### src/rtl/cgc_consts.svh
// Purpose: constants of the clock generation control block
// Assumes: 50 MHz register clock
// Notes: offsets are byte addresses on the plain register port
`ifndef CGC_CONSTS_SVH
`define CGC_CONSTS_SVH

// ************************************************************
// register offsets
// ************************************************************
`define CGC_OFS_DIVCTL 8'h00
`define CGC_OFS_SRCSEL 8'h04
`define CGC_OFS_PLL 8'h08
`define CGC_OFS_PLL2 8'h0c
`define CGC_OFS_OSTD 8'h10
`define CGC_OFS_STATUS 8'h14
`define CGC_OFS_OSCCFG 8'h18

// ************************************************************
// field positions and reset values
// ************************************************************
`define CGC_DIVCTL_MASK 32'hffff_ff0f
`define CGC_DIVCTL_RST 32'h0000_0000
`define CGC_SRC_LSB 8
`define CGC_MUL_LSB 8
`define CGC_MUL_MIN 6'h07
`define CGC_MUL_MAX 6'h1e
`define CGC_MUL_RST 6'h07
`define CGC_OSTD_IE_BIT 7
`define CGC_SRC_LSO 3'h0
`define CGC_SRC_HSO 3'h1
`define CGC_SRC_MAIN 3'h2
`define CGC_SRC_SUB 3'h3
`define CGC_SRC_PLL 3'h4
`define CGC_LPT_LSO 2'h2
`define CGC_LPT_LSO_DIV 3'h4
`define CGC_LPT_LSO_HZ 1000000

// ************************************************************
// frequencies in kHz or Hz and timing
// ************************************************************
`define CGC_PLL_IN_MIN_KHZ 4000
`define CGC_PLL_IN_MAX_KHZ 12500
`define CGC_PLL_OUT_MIN_KHZ 24000
`define CGC_PLL_OUT_MAX_KHZ 64000
`define CGC_LSO_KHZ 4000
`define CGC_USB_KHZ 48000
`define CGC_WDT_OSC_HZ 15000
`define CGC_SUB_HZ 32768
`define CGC_CLK_PERIOD_NS 20
`define CGC_SWITCH_GAP_NS 100
`define CGC_SWITCH_GAP_CYC ((`CGC_SWITCH_GAP_NS + `CGC_CLK_PERIOD_NS - 1) / `CGC_CLK_PERIOD_NS)

`endif

### src/rtl/cgc_pkg.sv
// Purpose: types of the clock generation control block
// Assumes: nothing beyond the constants header
// Notes: states are one-hot
package cgc_pkg;

   // ************************************************************
   // types
   // ************************************************************
   // source switch sequencer
   typedef enum logic [2:0] {
      CGC_RUN = 3'b001,
      CGC_DROP = 3'b010,
      CGC_RAISE = 3'b100
   } cgc_fsm_e;

   // divider selects per clock consumer group
   typedef struct packed {
      logic [3:0] cpu_dma_dtc_mem_div; // system clock
      logic [3:0] canfd_ram_pwm_div; // fast peripheral clock
      logic [3:0] periph_div; // general peripheral clock
      logic [3:0] adc_div; // analog conversion clock
      logic [3:0] flash_div; // flash interface clock
   } cgc_route_s;

   // oscillator and pll configuration
   typedef struct packed {
      logic [1:0] hso_sel; // 24/32/48/64 MHz
      logic [1:0] lpt_sel; // low-power timer source
      logic [2:0] lpt_div; // low-power timer divide ratio
      logic [2:0] cac_sel; // frequency measure source
      logic [2:0] remc_sel; // remote receiver source
      logic [5:0] pll_mul;
      logic [1:0] pll_div;
      logic [5:0] pll2_mul;
      logic [1:0] pll2_div;
   } cgc_osc_cfg_s;

   // whole block state
   typedef struct packed {
      cgc_fsm_e fsm;
      logic [2:0] cur_src; // source now granted
      logic [3:0] wait_cnt;
      logic [31:0] divctl;
      logic [2:0] src_sel; // source requested by software
      cgc_osc_cfg_s osc;
      logic det_en;
      logic stop_ie;
      logic stop_flag;
      logic [1:0] stop_sync;
      logic stop_prev;
      logic [31:0] rdata;
   } cgc_state_s;

endpackage : cgc_pkg

### src/rtl/cgc_clock_ctrl.sv
// Purpose: clock generation control: source select, plls, dividers, stop detect
// Assumes: one register clock; oscillators and clock gates sit outside
// Notes: a source change drops every source enable for a gap before raising the new one
`timescale 1ns/100ps
`include "cgc_consts.svh"

module cgc_clock_ctrl #(
   parameter int MAIN_KHZ = 12000 // main oscillator frequency
) (
   input wire logic ref_clk_i,
   input wire logic arst_n_i,
   input wire logic [7:0] addr_i,
   input wire logic [31:0] wdata_i,
   input wire logic wr_i,
   input wire logic rd_i,
   output logic [31:0] rdata_o,
   input wire logic main_osc_stop_i,
   output logic [4:0] src_en_o,
   output cgc_pkg::cgc_route_s route_o,
   output cgc_pkg::cgc_osc_cfg_s osc_cfg_o,
   output logic osc_stop_irq_o,
   output logic pwm_oe_stop_o,
   output logic pll_cfg_ok_o
);
   import cgc_pkg::*;

   // ************************************************************
   // state
   // ************************************************************
   cgc_state_s st; // registered state
   cgc_state_s next_st; // next state
   logic stop_edge; // new stop seen after sync
   logic src_legal; // written source code is legal
   logic mul_legal; // written pll multiplier legal
   logic mul2_legal; // written pll2 multiplier legal
   logic [31:0] pll_in_khz; // pll input after divider
   logic [31:0] pll_out_khz;
   logic [31:0] pll2_in_khz;
   logic [31:0] pll2_out_khz;
   logic [31:0] lpt_hz; // low-power timer clock rate
   logic usb_rate_ok; // second pll gives the usb clock rate

   // divide ratio from 2-bit code, 3 reads as 4
   function automatic logic [31:0] div_ratio(input logic [1:0] code);
      div_ratio = (code == 2'h0) ? 32'd1 : ((code == 2'h1) ? 32'd2 : 32'd4);
   endfunction : div_ratio

   // ************************************************************
   // pll frequency check
   // ************************************************************
   // multiplier is (code+1)/2, kept in half steps to stay exact
   always_comb begin
      pll_in_khz = MAIN_KHZ / div_ratio(st.osc.pll_div);
      pll_out_khz = (pll_in_khz * (32'(st.osc.pll_mul) + 32'd1)) / 32'd2;
      pll2_in_khz = MAIN_KHZ / div_ratio(st.osc.pll2_div);
      pll2_out_khz = (pll2_in_khz * (32'(st.osc.pll2_mul) + 32'd1)) / 32'd2;
   end

   // software is trusted to keep limits; this only reports them
   assign pll_cfg_ok_o = (pll_in_khz >= `CGC_PLL_IN_MIN_KHZ) &&
      (pll_in_khz <= `CGC_PLL_IN_MAX_KHZ) &&
      (pll2_in_khz >= `CGC_PLL_IN_MIN_KHZ) && (pll2_in_khz <= `CGC_PLL_IN_MAX_KHZ) &&
      (pll_out_khz >= `CGC_PLL_OUT_MIN_KHZ) && (pll_out_khz <= `CGC_PLL_OUT_MAX_KHZ) &&
      (pll2_out_khz >= `CGC_PLL_OUT_MIN_KHZ) && (pll2_out_khz <= `CGC_PLL_OUT_MAX_KHZ);

   // ************************************************************
   // derived clock rates
   // ************************************************************
   // low-power timer rate per source; code 0 sub, 1 watchdog, 2 low-speed
   always_comb begin
      unique case (st.osc.lpt_sel)
         2'h0: lpt_hz = `CGC_SUB_HZ;
         2'h1: lpt_hz = `CGC_WDT_OSC_HZ;
         default: lpt_hz = (`CGC_LSO_KHZ * 1000) / 32'(st.osc.lpt_div);
      endcase
   end

   // usb needs an exact rate, only the second pll output is checked for it
   assign usb_rate_ok = (pll2_out_khz == `CGC_USB_KHZ);

   // ************************************************************
   // write legality
   // ************************************************************
   always_comb begin
      src_legal = (wdata_i[`CGC_SRC_LSB +: 3] <= `CGC_SRC_PLL);
      mul_legal = (wdata_i[`CGC_MUL_LSB +: 6] >= `CGC_MUL_MIN) &&
         (wdata_i[`CGC_MUL_LSB +: 6] <= `CGC_MUL_MAX);
      mul2_legal = mul_legal;
   end

   // only the second sync stage is looked at
   assign stop_edge = st.stop_sync[1] & ~st.stop_prev & st.det_en;

   // ************************************************************
   // next state
   // ************************************************************
   always_comb begin
      next_st = st;
      // pin synchroniser
      next_st.stop_sync = {st.stop_sync[0], main_osc_stop_i};
      next_st.stop_prev = st.stop_sync[1];
      next_st.rdata = 32'h0000_0000;
      // register writes
      if (wr_i) begin
         unique case (addr_i)
            `CGC_OFS_DIVCTL: next_st.divctl = wdata_i & `CGC_DIVCTL_MASK;
            `CGC_OFS_SRCSEL: begin
               // illegal codes ignored; main and pll refused while main is dead
               if (src_legal && !(st.stop_flag &&
                  (wdata_i[`CGC_SRC_LSB +: 3] == `CGC_SRC_MAIN ||
                   wdata_i[`CGC_SRC_LSB +: 3] == `CGC_SRC_PLL))) begin
                  next_st.src_sel = wdata_i[`CGC_SRC_LSB +: 3];
               end
            end
            `CGC_OFS_PLL: begin
               next_st.osc.pll_div = wdata_i[1:0];
               if (mul_legal) begin
                  next_st.osc.pll_mul = wdata_i[`CGC_MUL_LSB +: 6];
               end
            end
            `CGC_OFS_PLL2: begin
               next_st.osc.pll2_div = wdata_i[1:0];
               if (mul2_legal) begin
                  next_st.osc.pll2_mul = wdata_i[`CGC_MUL_LSB +: 6];
               end
            end
            `CGC_OFS_OSTD: begin
               next_st.det_en = wdata_i[0];
               next_st.stop_ie = wdata_i[`CGC_OSTD_IE_BIT];
            end
            `CGC_OFS_STATUS: begin
               // write one clears; a new stop below wins
               if (wdata_i[0]) begin
                  next_st.stop_flag = 1'b0;
               end
            end
            `CGC_OFS_OSCCFG: begin
               next_st.osc.hso_sel = wdata_i[1:0];
               if (wdata_i[5:4] != 2'h3) begin
                  next_st.osc.lpt_sel = wdata_i[5:4];
               end
               if (wdata_i[10:8] <= 3'h5) begin
                  next_st.osc.cac_sel = wdata_i[10:8];
               end
               if (wdata_i[14:12] <= 3'h4) begin
                  next_st.osc.remc_sel = wdata_i[14:12];
               end
            end
            default: ; // unmapped writes dropped
         endcase
      end
      // low-power timer divides only the low-speed source by four
      next_st.osc.lpt_div = (next_st.osc.lpt_sel == `CGC_LPT_LSO) ?
         `CGC_LPT_LSO_DIV : 3'h1;
      // oscillation stop: fall back to the low-speed oscillator
      if (stop_edge) begin
         next_st.stop_flag = 1'b1;
         // stop wins over a source write landing in the same cycle
         if (st.src_sel == `CGC_SRC_MAIN || st.src_sel == `CGC_SRC_PLL ||
            next_st.src_sel == `CGC_SRC_MAIN || next_st.src_sel == `CGC_SRC_PLL) begin
            next_st.src_sel = `CGC_SRC_LSO;
         end
      end
      // register reads, data stand the next cycle only
      if (rd_i) begin
         unique case (addr_i)
            `CGC_OFS_DIVCTL: next_st.rdata = st.divctl;
            `CGC_OFS_SRCSEL: next_st.rdata = {21'h0, st.src_sel, 8'h00};
            `CGC_OFS_PLL: next_st.rdata = {18'h0, st.osc.pll_mul, 6'h00, st.osc.pll_div};
            `CGC_OFS_PLL2: next_st.rdata = {18'h0, st.osc.pll2_mul, 6'h00, st.osc.pll2_div};
            `CGC_OFS_OSTD: next_st.rdata = {24'h0, st.stop_ie, 6'h00, st.det_en};
            `CGC_OFS_STATUS: next_st.rdata = {21'h0, st.cur_src, 5'h00,
               pll_cfg_ok_o, (st.fsm != CGC_RUN), st.stop_flag};
            `CGC_OFS_OSCCFG: next_st.rdata = {17'h0, st.osc.remc_sel, 1'b0,
               st.osc.cac_sel, 2'h0, st.osc.lpt_sel, 2'h0, st.osc.hso_sel};
            default: next_st.rdata = 32'h0000_0000; // unmapped reads zero
         endcase
      end
      // glitch-free hand-over between sources
      unique case (st.fsm)
         CGC_RUN: begin
            if (st.src_sel != st.cur_src) begin
               next_st.fsm = CGC_DROP;
               next_st.wait_cnt = 4'(`CGC_SWITCH_GAP_CYC);
            end
         end
         CGC_DROP: begin
            // old enable is off; let its phase finish
            if (st.wait_cnt == 4'h1) begin
               next_st.fsm = CGC_RAISE;
               next_st.cur_src = st.src_sel;
            end else begin
               next_st.wait_cnt = st.wait_cnt - 4'h1;
            end
         end
         CGC_RAISE: next_st.fsm = CGC_RUN;
      endcase
   end

   // ************************************************************
   // state register
   // ************************************************************
   always_ff @(posedge ref_clk_i or negedge arst_n_i) begin
      if (!arst_n_i) begin
         st <= '{fsm: CGC_RUN, cur_src: `CGC_SRC_LSO, wait_cnt: 4'h0,
            divctl: `CGC_DIVCTL_RST, src_sel: `CGC_SRC_LSO,
            osc: '{hso_sel: 2'h0, lpt_sel: 2'h0, lpt_div: 3'h1, cac_sel: 3'h0,
               remc_sel: 3'h0, pll_mul: `CGC_MUL_RST, pll_div: 2'h0,
               pll2_mul: `CGC_MUL_RST, pll2_div: 2'h0},
            det_en: 1'b0, stop_ie: 1'b0, stop_flag: 1'b0, stop_sync: 2'h0,
            stop_prev: 1'b0, rdata: 32'h0000_0000};
      end else begin
         st <= next_st;
      end
   end

   // ************************************************************
   // outputs
   // ************************************************************
   // a source enable is only high in RUN, so old and new never overlap
   assign src_en_o = (st.fsm == CGC_RUN) ? (5'h01 << st.cur_src) : 5'h00;
   assign rdata_o = st.rdata;
   assign route_o = '{cpu_dma_dtc_mem_div: st.divctl[27:24],
      canfd_ram_pwm_div: st.divctl[3:0], periph_div: st.divctl[11:8],
      adc_div: st.divctl[15:12], flash_div: st.divctl[31:28]};
   assign osc_cfg_o = st.osc;
   assign osc_stop_irq_o = st.stop_flag & st.stop_ie;
   assign pwm_oe_stop_o = st.stop_flag & st.stop_ie;
endmodule : cgc_clock_ctrl

### config.mk
export PLATFORM = sky130hd
export DESIGN_NAME = cgc_clock_ctrl
export DESIGN_NICKNAME = d
export VERILOG_FILES = /design/src/rtl/cgc_pkg.sv /design/src/rtl/cgc_clock_ctrl.sv
export VERILOG_INCLUDE_DIRS = /design/src /design/src/rtl
export SDC_FILE = /design/constraint.sdc
export NUM_CORES = 1
export LEC_CHECK = 0
export ABC_AREA = 1
export BUFFER_PORTS_ARGS = -buffer_cell sky130_fd_sc_hd__buf_4
export CAP_MARGIN = 20
export CORE_MARGIN = 5
export CORE_UTILIZATION = 64
export DETAILED_ROUTE_END_ITERATION = 6
export PLACE_DENSITY = 0.83
export REMOVE_ABC_BUFFERS = 1
export SKIP_CTS_REPAIR_TIMING = 1
export SLEW_MARGIN = 20
export SYNTH_ARGS = -nofsm -noshare
export SYNTH_HDL_FRONTEND = slang
export SYNTH_SLANG_ARGS = --single-unit
### constraint.sdc
create_clock -name ref_clk_i -period 6.9 [get_ports ref_clk_i]
set_input_delay 0.345 -clock ref_clk_i [delete_from_list [all_inputs] [get_ports ref_clk_i]]
set_output_delay 0.345 -clock ref_clk_i [all_outputs]
set_load 0.02 [all_outputs]
Yosys cells after proc, flatten, opt, wreduce, memory -nomap -nowiden. Index checks and enable logic that the tools add are counted. Widths: inputs -> output; s select.

Bits in registers: 108. Logic and storage cells: 130. Output and inout port bits: 89.

Multipliers: 2. Bitwise logic cells: 4. Reductions and logical operators: 35. Add/sub/neg operators: 3. Shifts and indexed selects: 1. Div/mod/pow operators: 2. Equality and inequality tests: 25. Order comparisons: 13. Mux-type cells: 25.

Operators by type and width (count): $pmux 32 s7 (1); $div 14x32->32 const A (2); $ge 32x12->1 const B (2); $le 32x14->1 const B (2); $mul 32x7->32 (2); $ge 31x15->1 const B (2); $le 31x16->1 const B (2); $mux 32 (1); $mux 3 (10); $eq 8x5->1 const B (3); $reduce_and 3->1 (6); $eq 8x4->1 const B (2); $add 6x1->7 const B (2); $reduce_and 2->1 (7); $eq 3x2->1 const B (4); $eq 3x3->1 const B (4); $mux 4 (3); $logic_and 1x1->1 (10); $le 3x3->1 const B (3); $pmux 3 s3 (1); $eq 8x3->1 const B (1); $logic_not 8->1 (1); $ne 2x2->1 const B (4); $pmux 4 s2 (1); other kinds (21) (34).

Logic depth before layout (Yosys ltp). Gate-level depths: netlist (run 1).

Depth in word-level cells: 14. Depth in mapped cells: 38. Mapped depth without buffers: 36.

Worst setup path after synthesis (run 1). Ideal clock, no wire load.

Path type: register to output. Start: register st, in the netlist osc_cfg_o[9]. End: output pll_cfg_ok_o. Setup slack: 0.259 ns. Cell stages (with the launch flop): 34. Arrival: 6.296 ns. Cells stage by stage: dfrtp_1 clkbuf_1 inv_1 ha_1 inv_1 nor2_8 buf_4 nor2_1 inv_1 clkbuf_1 buf_1 nand2_1 fa_1 fa_1 inv_1 fa_1 fa_1 ha_1 nand2_1 nor2_1 inv_1 nor2_1 nand4_1 nand3_1 nand2_1 nand2_1 nand3_1 nor2_1 nand2_1 nor2_1 nand4_1 a21oi_1 nand2_1 nor2_1.

Cells in the longest elaborated chain, start to end: 12.

Ends and longest elaborated chain: from (decl) (line cgc_clock_ctrl.sv:30) `cgc_state_s st;`; from (signal assigned) (line cgc_clock_ctrl.sv:205) `` st <= '{fsm: CGC_RUN, cur_src: `CGC_SRC_LSO, wait_cnt: 4'h0, ``; from (signal assigned) (line cgc_clock_ctrl.sv:213) `st <= next_st;`; $eq 2x1->1 (line cgc_clock_ctrl.sv:45) `div_ratio = (code == 2'h0) ? 32'd1 : ((code == 2'h1) ? 32'd2 : 32'd4);`; $mux 3 (line cgc_clock_ctrl.sv:45); $mux 3 (*) (line cgc_clock_ctrl.sv:45); $div 14x32->32 (*) (line cgc_clock_ctrl.sv:53) `pll_in_khz = MAIN_KHZ / div_ratio(st.osc.pll_div);`; parallel branches: the longest is 5 deep, another holds $mul 32x7->32; $logic_and 1x1->1 (*) (3 in a row) (line cgc_clock_ctrl.sv:60) `` assign pll_cfg_ok_o = (pll_in_khz >= `CGC_PLL_IN_MIN_KHZ) && ``; to (decl) (line cgc_clock_ctrl.sv:23) `output logic pll_cfg_ok_o`.

Every way passes the cells marked *.

Worst setup path after layout (run 1).
Start: register st, in the netlist osc_cfg_o[11]. End: output pll_cfg_ok_o.

Cells in the longest elaborated chain, start to end: 7.

Ends and longest elaborated chain: $add 6x1->7 (*) (line cgc_clock_ctrl.sv:54) `pll_out_khz = (pll_in_khz * (32'(st.osc.pll_mul) + 32'd1)) / 32'd2;`; $mul 32x7->32 (*) (line cgc_clock_ctrl.sv:54); $ge 31x15->1 (no source line); $logic_and 1x1->1 (line cgc_clock_ctrl.sv:60); $logic_and 1x1->1 (*) (3 in a row) (line cgc_clock_ctrl.sv:60).

Mark *: on every way between the ends. The rest lies on a longest branch, timed or not.

==> impl_metrics.toml, run 1 <==
[setup_path]
crit_path_max_incr_delay_ps = 570
timing.rr.start = "osc_cfg_o[11]$_DFFE_PN1P_"
cp_max_fo = 6
crit_required_ps = 6550
crit_type = "flip-flop to output port"
startpoint = "osc_cfg_o[11]$_DFFE_PN1P_"
crit_path_top_delay_cell = "dfstp_2"
path_common_cell = "nand2_1"
startpoint_type = "flip-flop"
rr_worst_depth = 25
worstSetupEndpointType = "output port"
arrival_ps = 6260

[floorplan]
pin_count = 134
initial_core_util = 0.6492
dieWidth_um = 180.6
rows = 62
die_y_um = 180.6
die_area_um2 = 32630
core_area_um2 = 28700

[power]
p_sw_frac = 0.4920
intPower_w = 0.001825
p_sw_w = 0.001768
ir_drop_uv = 282.1
totalPowerFinal_w = 0.003593
p_seq_frac = 0.193
clkPwrFrac = 0.139
powerDensity_nw_per_um2 = 172.1
p_leak_nw = 11.57
comb_power_share = 0.669

[detailed_routing]
drt-pass1-iter-count = 6
wl_per_cell_um = 16.33
viasPerCell = 5.543
drt-initial-drc-count = 1425
drc = 0
ant_nets = 0
wirelength_um = 51010
vias = 17310

[global_route]
gr-total-overflow = 0
grt_usage = 0.3034
grt_pass1_wl_um = 82170
grt_pass1_vias = 16922
grt_max_degree = 73
antenna_found_initial = 0

[sta]
relSlewSlack = 0.2001
fmax_mhz = 151.4
final.setup.worst_slack_ps = 293.1
setup_tns_ps = 0
hold_violations = 0
worst_pin_slew_ps = 1189
fin_crit_ps = 6607
setup_viol = 0
skew_ps = 9.358
finalCritPeriodShare = 0.9575
maxSlewViolCount = 0

[placed_design]
dpl.hpwl_um = 41400
place.gp.congestion = 0.9759
portBuffers = 130
dp_cells = 3079
dpl_worst_slack_ps = 174.6

[logic_synthesis]
synth.yosys.seq_area_share = 0.1429
muxShareOfSynthArea = 0.001209
yosysUniqueCellTypes = 55
synth_top_family_by_area = "adder cells"
synth-xor-area-share = 0.007051
netlist_area_um2 = 18630
ys_seq_elements = 106
synthSimpleGateAreaFrac = 0.2905
syn_area_per_cell_um2 = 6.992
synth_compound_area_frac = 0.05412
synth_fa_ha_area_frac = 0.3414
synthArstFlopShare = 1.000
yosys_warnings = 0
synth_cells = 2665
synthFlopType = "dfrtp_1"
synth-edff-count = 0

[clocking]
clock_sinks = 106
clockBufferDepth = 2
clk_pin_slew_ps = 70
clkLatencyLatePin_ps = 340
cts_made_buffers = 9
root_buffer = "clkbuf_16"
cts.htree.levels = 3
cts_tree = "yes"

[hold_path]
worstHoldStart = "main_osc_stop_i"
worstHoldPathCells = 1
min_path_type = "primary input to flip-flop"

[outcome]
status = "finished, final reports clean"

[layout]
seq_area_um2 = 2666
multi_input_area_um2 = 13640
post_route_cells_drive_above_1_share = 0.1475
layout.nets = 3130
antenna_cells = 0
final_cells = 3123
fill_cells = 2273
syn2layout_area_growth_pct = 12.04

[job]
maxCapViolations = 0
-- synth_stat cells, types with 52 or more instances --
library cell | count | area [µm²]
clkbuf_1 | 52 | 195.2
dfrtp_1 | 98 | 2452
nand2_1 | 759 | 2849
nand3_1 | 148 | 740.7
ha_1 | 86 | 1076
nor2_1 | 261 | 979.7
fa_1 | 264 | 5285
a21oi_1 | 77 | 385.4
nand4_1 | 52 | 325.3
o21ai_0 | 70 | 350.3
inv_1 | 556 | 2087
buf_4 | 83 | 623.1
-- critical path: cells and delay by family (launching register included) --
family          cells  cell delay (ps)
buf+inv             6              700
simple gates       20             2070
compound gates      1              150
fa+ha+maj           5             2430
flops               1              570
-- cell families (layout without fill, tap and decap cells) --
| kind of cell | Yosys count | count (layout) |
|---|---|---|
| other | 1 | 2 |
| AO/OA/AOI/OAI | 183 | 183 |
| AND/OR/NAND/NOR | 1292 | 1292 |
| flip-flops | 106 | 106 |
| XOR/XNOR | 15 | 15 |
| multiplexers | 2 | 2 |
| buffers and inverters | 716 | 789 |
| adder cells (fa/ha/maj) | 350 | 350 |
-- cell type report --
cell class / count / area share
tap: 384 / 0.02301
sequential: 106 / 0.1277
clock inverter: 4 / 0.002517
timing repair buffer: 212 / 0.08061
multi-input combinational: 1844 / 0.6533
inverter: 562 / 0.1017
clock buffer: 11 / 0.01115
-- power by group through the flow --
stage          clock network (W)  logic [W]  registers, W
3_3_place_gp                   0    0.00195      0.000699
2_1_floorplan                  0    0.00147      0.000713
6_report                0.000498    0.00240      0.000692
3_5_place_dp                   0    0.00202      0.000701
4_1_cts                 0.000505    0.00203      0.000691
5_1_grt                 0.000531    0.00269      0.000697
-- flip-flops by register name (all words and copies together) (netlist names) --
name / flops
route_o: 20
rdata_o: 31
st: 25
osc_cfg_o: 28
next_st: 2
-- through the flow --
step / hold WS [ps] / cell area [µm²] / utilization
finish: 103.6 / 20880 / 0.7273
detailed placement: 314.8 / 19580 / 0.6823
CTS: -55.61 / 19870 / 0.6922
global route: 89.85 / 20880 / 0.7273
global placement: 309.2 / 19580 / 0.6823
floorplan: 49.41 / 17720 / -
-- routing by layer --
layer / global-route usage / up-vias / routed length (µm)
li1: - / 8102 / -
met1: 0.4166 / 8262 / 20430
met2: 0.4852 / 811 / 23560
met3: 0.07307 / 135 / 5449
met4: 0.08590 / 0 / 1572
met5: 0 / - / 0
-- cell usage in the layout, fill, tap and decap left out, types with 5 or more instances in the layout --
master,n
nand2_1,727
o21bai_1,7
ha_4,22
inv_1,547
nor2_2,27
nand3b_1,11
nand3_1,142
nand2_2,36
nand4_1,52
buf_6,5
dfrtp_1,95
inv_2,11
ha_2,6
nand3_2,7
a31oi_1,6
nor4_1,5
a21oi_1,61
clkbuf_16,10
a21oi_2,15
dfstp_2,8
fa_1,261
buf_4,200
o21ai_0,66
nor2_4,12
ha_1,58
nor3_1,22
nor2_1,229
xor2_1,10
-- worst paths after layout --
check | end | slack (ps)
min in group asynchronous | st[102]$_DFFE_PN0P_ | 470
max reg2reg | rdata_o[2]$_DFF_PN0_ | 790
min reg2reg | next_st[32]$_DFF_PN0_ | 370
max | pll_cfg_ok_o | 290
min | next_st[34]$_DFF_PN0_ | 100
max in group asynchronous | osc_cfg_o[9]$_DFFE_PN0P_ | 5160
No activity file was read; power rests on OpenSTA's default activity.
==> run 2: changes to the inputs <==
- CELL_PAD_IN_SITES_DETAIL_PLACEMENT: unset -> 0
- CELL_PAD_IN_SITES_GLOBAL_PLACEMENT: unset -> 1
- CORE_UTILIZATION: 64 -> 42
- PLACE_DENSITY: 0.83 -> 0.79
- clock period: 6.9 -> 5.5 ns (I/O delays scaled with it)
==> impl_metrics.toml, run 2 (synthesis results as in run 1) <==
[job]
maxCapViolations = 0

[floorplan]
initial_core_util = 0.4232
core_area_um2 = 44030
pin_count = 134
die_y_um = 220.6
dieWidth_um = 220.6
rows = 77
die_area_um2 = 48680

[setup_path]
r2r_slack_ps = -580
crit_path_top_delay_cell = "dfstp_2"
startpoint_type = "flip-flop"
cp_max_fo = 8
cp_top_family = "adder cells"
rr_worst_depth = 27
timing.rr.start = "osc_cfg_o[3]$_DFFE_PN1P_"
crit_type = "flip-flop to output port"
arrival_ps = 6070
worst-path-buf-inv = 6
r2r_end = "rdata_o[2]$_DFF_PN0_"
crit_required_ps = 5220
crit_path_max_incr_delay_ps = 580
worstSetupEndpointType = "output port"

[sta]
worst_pin_slew_ps = 1043
maxSlewViolCount = 0
rsz0062_at_grt = "yes"
setup_viol = 2
skew_ps = 8.038
hold_violations = 0
finalCritPeriodShare = 1.154
relSlewSlack = 0.2983
final.setup.worst_slack_ps = -848.1
fin_crit_ps = 6348
fmax_mhz = 157.5

[global_route]
grt_usage = 0.2283
gr-total-overflow = 0
grt_pass1_wl_um = 90380
grt_pass1_vias = 17977
antenna_found_initial = 0
grt_max_degree = 71

[power]
p_leak_nw = 13.30
p_seq_frac = 0.153
ir_drop_uv = 297.0
p_sw_w = 0.002580
totalPowerFinal_w = 0.005631
clkPwrFrac = 0.112
p_sw_frac = 0.4581
intPower_w = 0.003052
comb_power_share = 0.735
powerDensity_nw_per_um2 = 232.7

[hold_path]
worstHoldPathCells = 1
worstHoldStart = "main_osc_stop_i"
min_path_type = "primary input to flip-flop"
min_to = "next_st[34]$_DFF_PN0_"

[detailed_routing]
drt-initial-drc-count = 1001
wirelength_um = 56440
wl_per_cell_um = 15.40
ant_nets = 0
drt-pass1-iter-count = 5
drc = 0
vias = 17888
viasPerCell = 4.881

[clocking]
clkLatencyLatePin_ps = 360
root_buffer = "clkbuf_16"
cts_tree = "yes"
clock_sinks = 106
cts.htree.levels = 3
cts_made_buffers = 9
clockBufferDepth = 2
clk_pin_slew_ps = 80

[outcome]
status = "complete, but fails checks"
violations = "negative setup slack"

[layout]
seq_area_um2 = 2663
post_route_cells_drive_above_1_share = 0.2750
antenna_cells = 0
layout.nets = 3463
syn2layout_area_growth_pct = 29.90
final_common_cell = "nand2_1"
fill_cells = 4229
largest_reg_flops = 31
multi_input_area_um2 = 14190
postLayoutCoreUtil = 0.5497
mostFrequentLayoutCells = "nand2_1 (703), inv_1 (535), buf_4 (530)"

[placed_design]
portBuffers = 130
dpl.hpwl_um = 48290
place.gp.congestion = 0.9453
==> run 2: cell types whose count changed in the layout (fill, tap and decap cells not counted), moves of 9 or more <==
cell	change
a21oi_1	-12
a21oi_2	+11
buf_4	+330
ha_1	-16
ha_4	+18
inv_1	-12
inv_2	+13
nand2_1	-24
nand2_2	+16
nand3_1	-9
nand3_2	+11
nor2_1	-23
nor2_2	+14
nor2_4	+9
==> run 2: layout make-up <==
cell class / count / share of cell area
Clock buffer: 9 / 0.009305
Clock inverter: 7 / 0.002688
Inverter: 562 / 0.08752
Multi-Input combinational cell: 1844 / 0.5862
Sequential cell: 106 / 0.1100
Tap cell: 592 / 0.03060
Timing Repair Buffer: 545 / 0.1737
==> run 2: power by group through the flow <==
stage                     registers (W)  logic, W  clock network [W]
final                          0.000864   0.00414           0.000631
after global routing           0.000869   0.00457           0.000678
after CTS                      0.000863   0.00353           0.000644
after detailed placement       0.000877   0.00351                  0
after global placement         0.000875   0.00346                  0
after floorplan                0.000895   0.00184                  0
==> run 2: worst max-delay path by stage <==
stage                                    from      endpoint  slack [ps]  depth (start not counted)
global route         osc_cfg_o[3]$_DFFE_PN1P_  pll_cfg_ok_o       -1260                         32
CTS                 osc_cfg_o[11]$_DFFE_PN1P_  pll_cfg_ok_o       -1270                         30
finish              osc_cfg_o[11]$_DFFE_PN1P_  pll_cfg_ok_o        -850                         26
floorplan            osc_cfg_o[9]$_DFFE_PN0P_  pll_cfg_ok_o       -1530                         28
global placement    osc_cfg_o[11]$_DFFE_PN1P_  pll_cfg_ok_o        -800                         30
detailed placement  osc_cfg_o[11]$_DFFE_PN1P_  pll_cfg_ok_o        -840                         30
==> run 2: routing by layer <==
| layer | global-route usage | wire length, µm |
|---|---|---|
| met2 | 0.3789 | 26810 |
| met3 | 0.03598 | 3293 |
| met4 | 0.04796 | 982 |
| met1 | 0.3191 | 25360 |
| met5 | 0 | 0 |
==> run 2: metrics by stage <==
step	worst slack [ps]	hold WS, ps	cell area [µm²]	TNS [ps]	instances
floorplan	-1532	-20.59	17720	-2656	2512
finish	-848.1	17.89	24200	-1432	3665
CTS	-1274	-135.9	22720	-2045	3642
global placement	-802.4	254.2	22430	-1415	3626
global route	-1261	6.144	24200	-2215	3665
detailed placement	-835.8	259.3	22430	-1540	3626
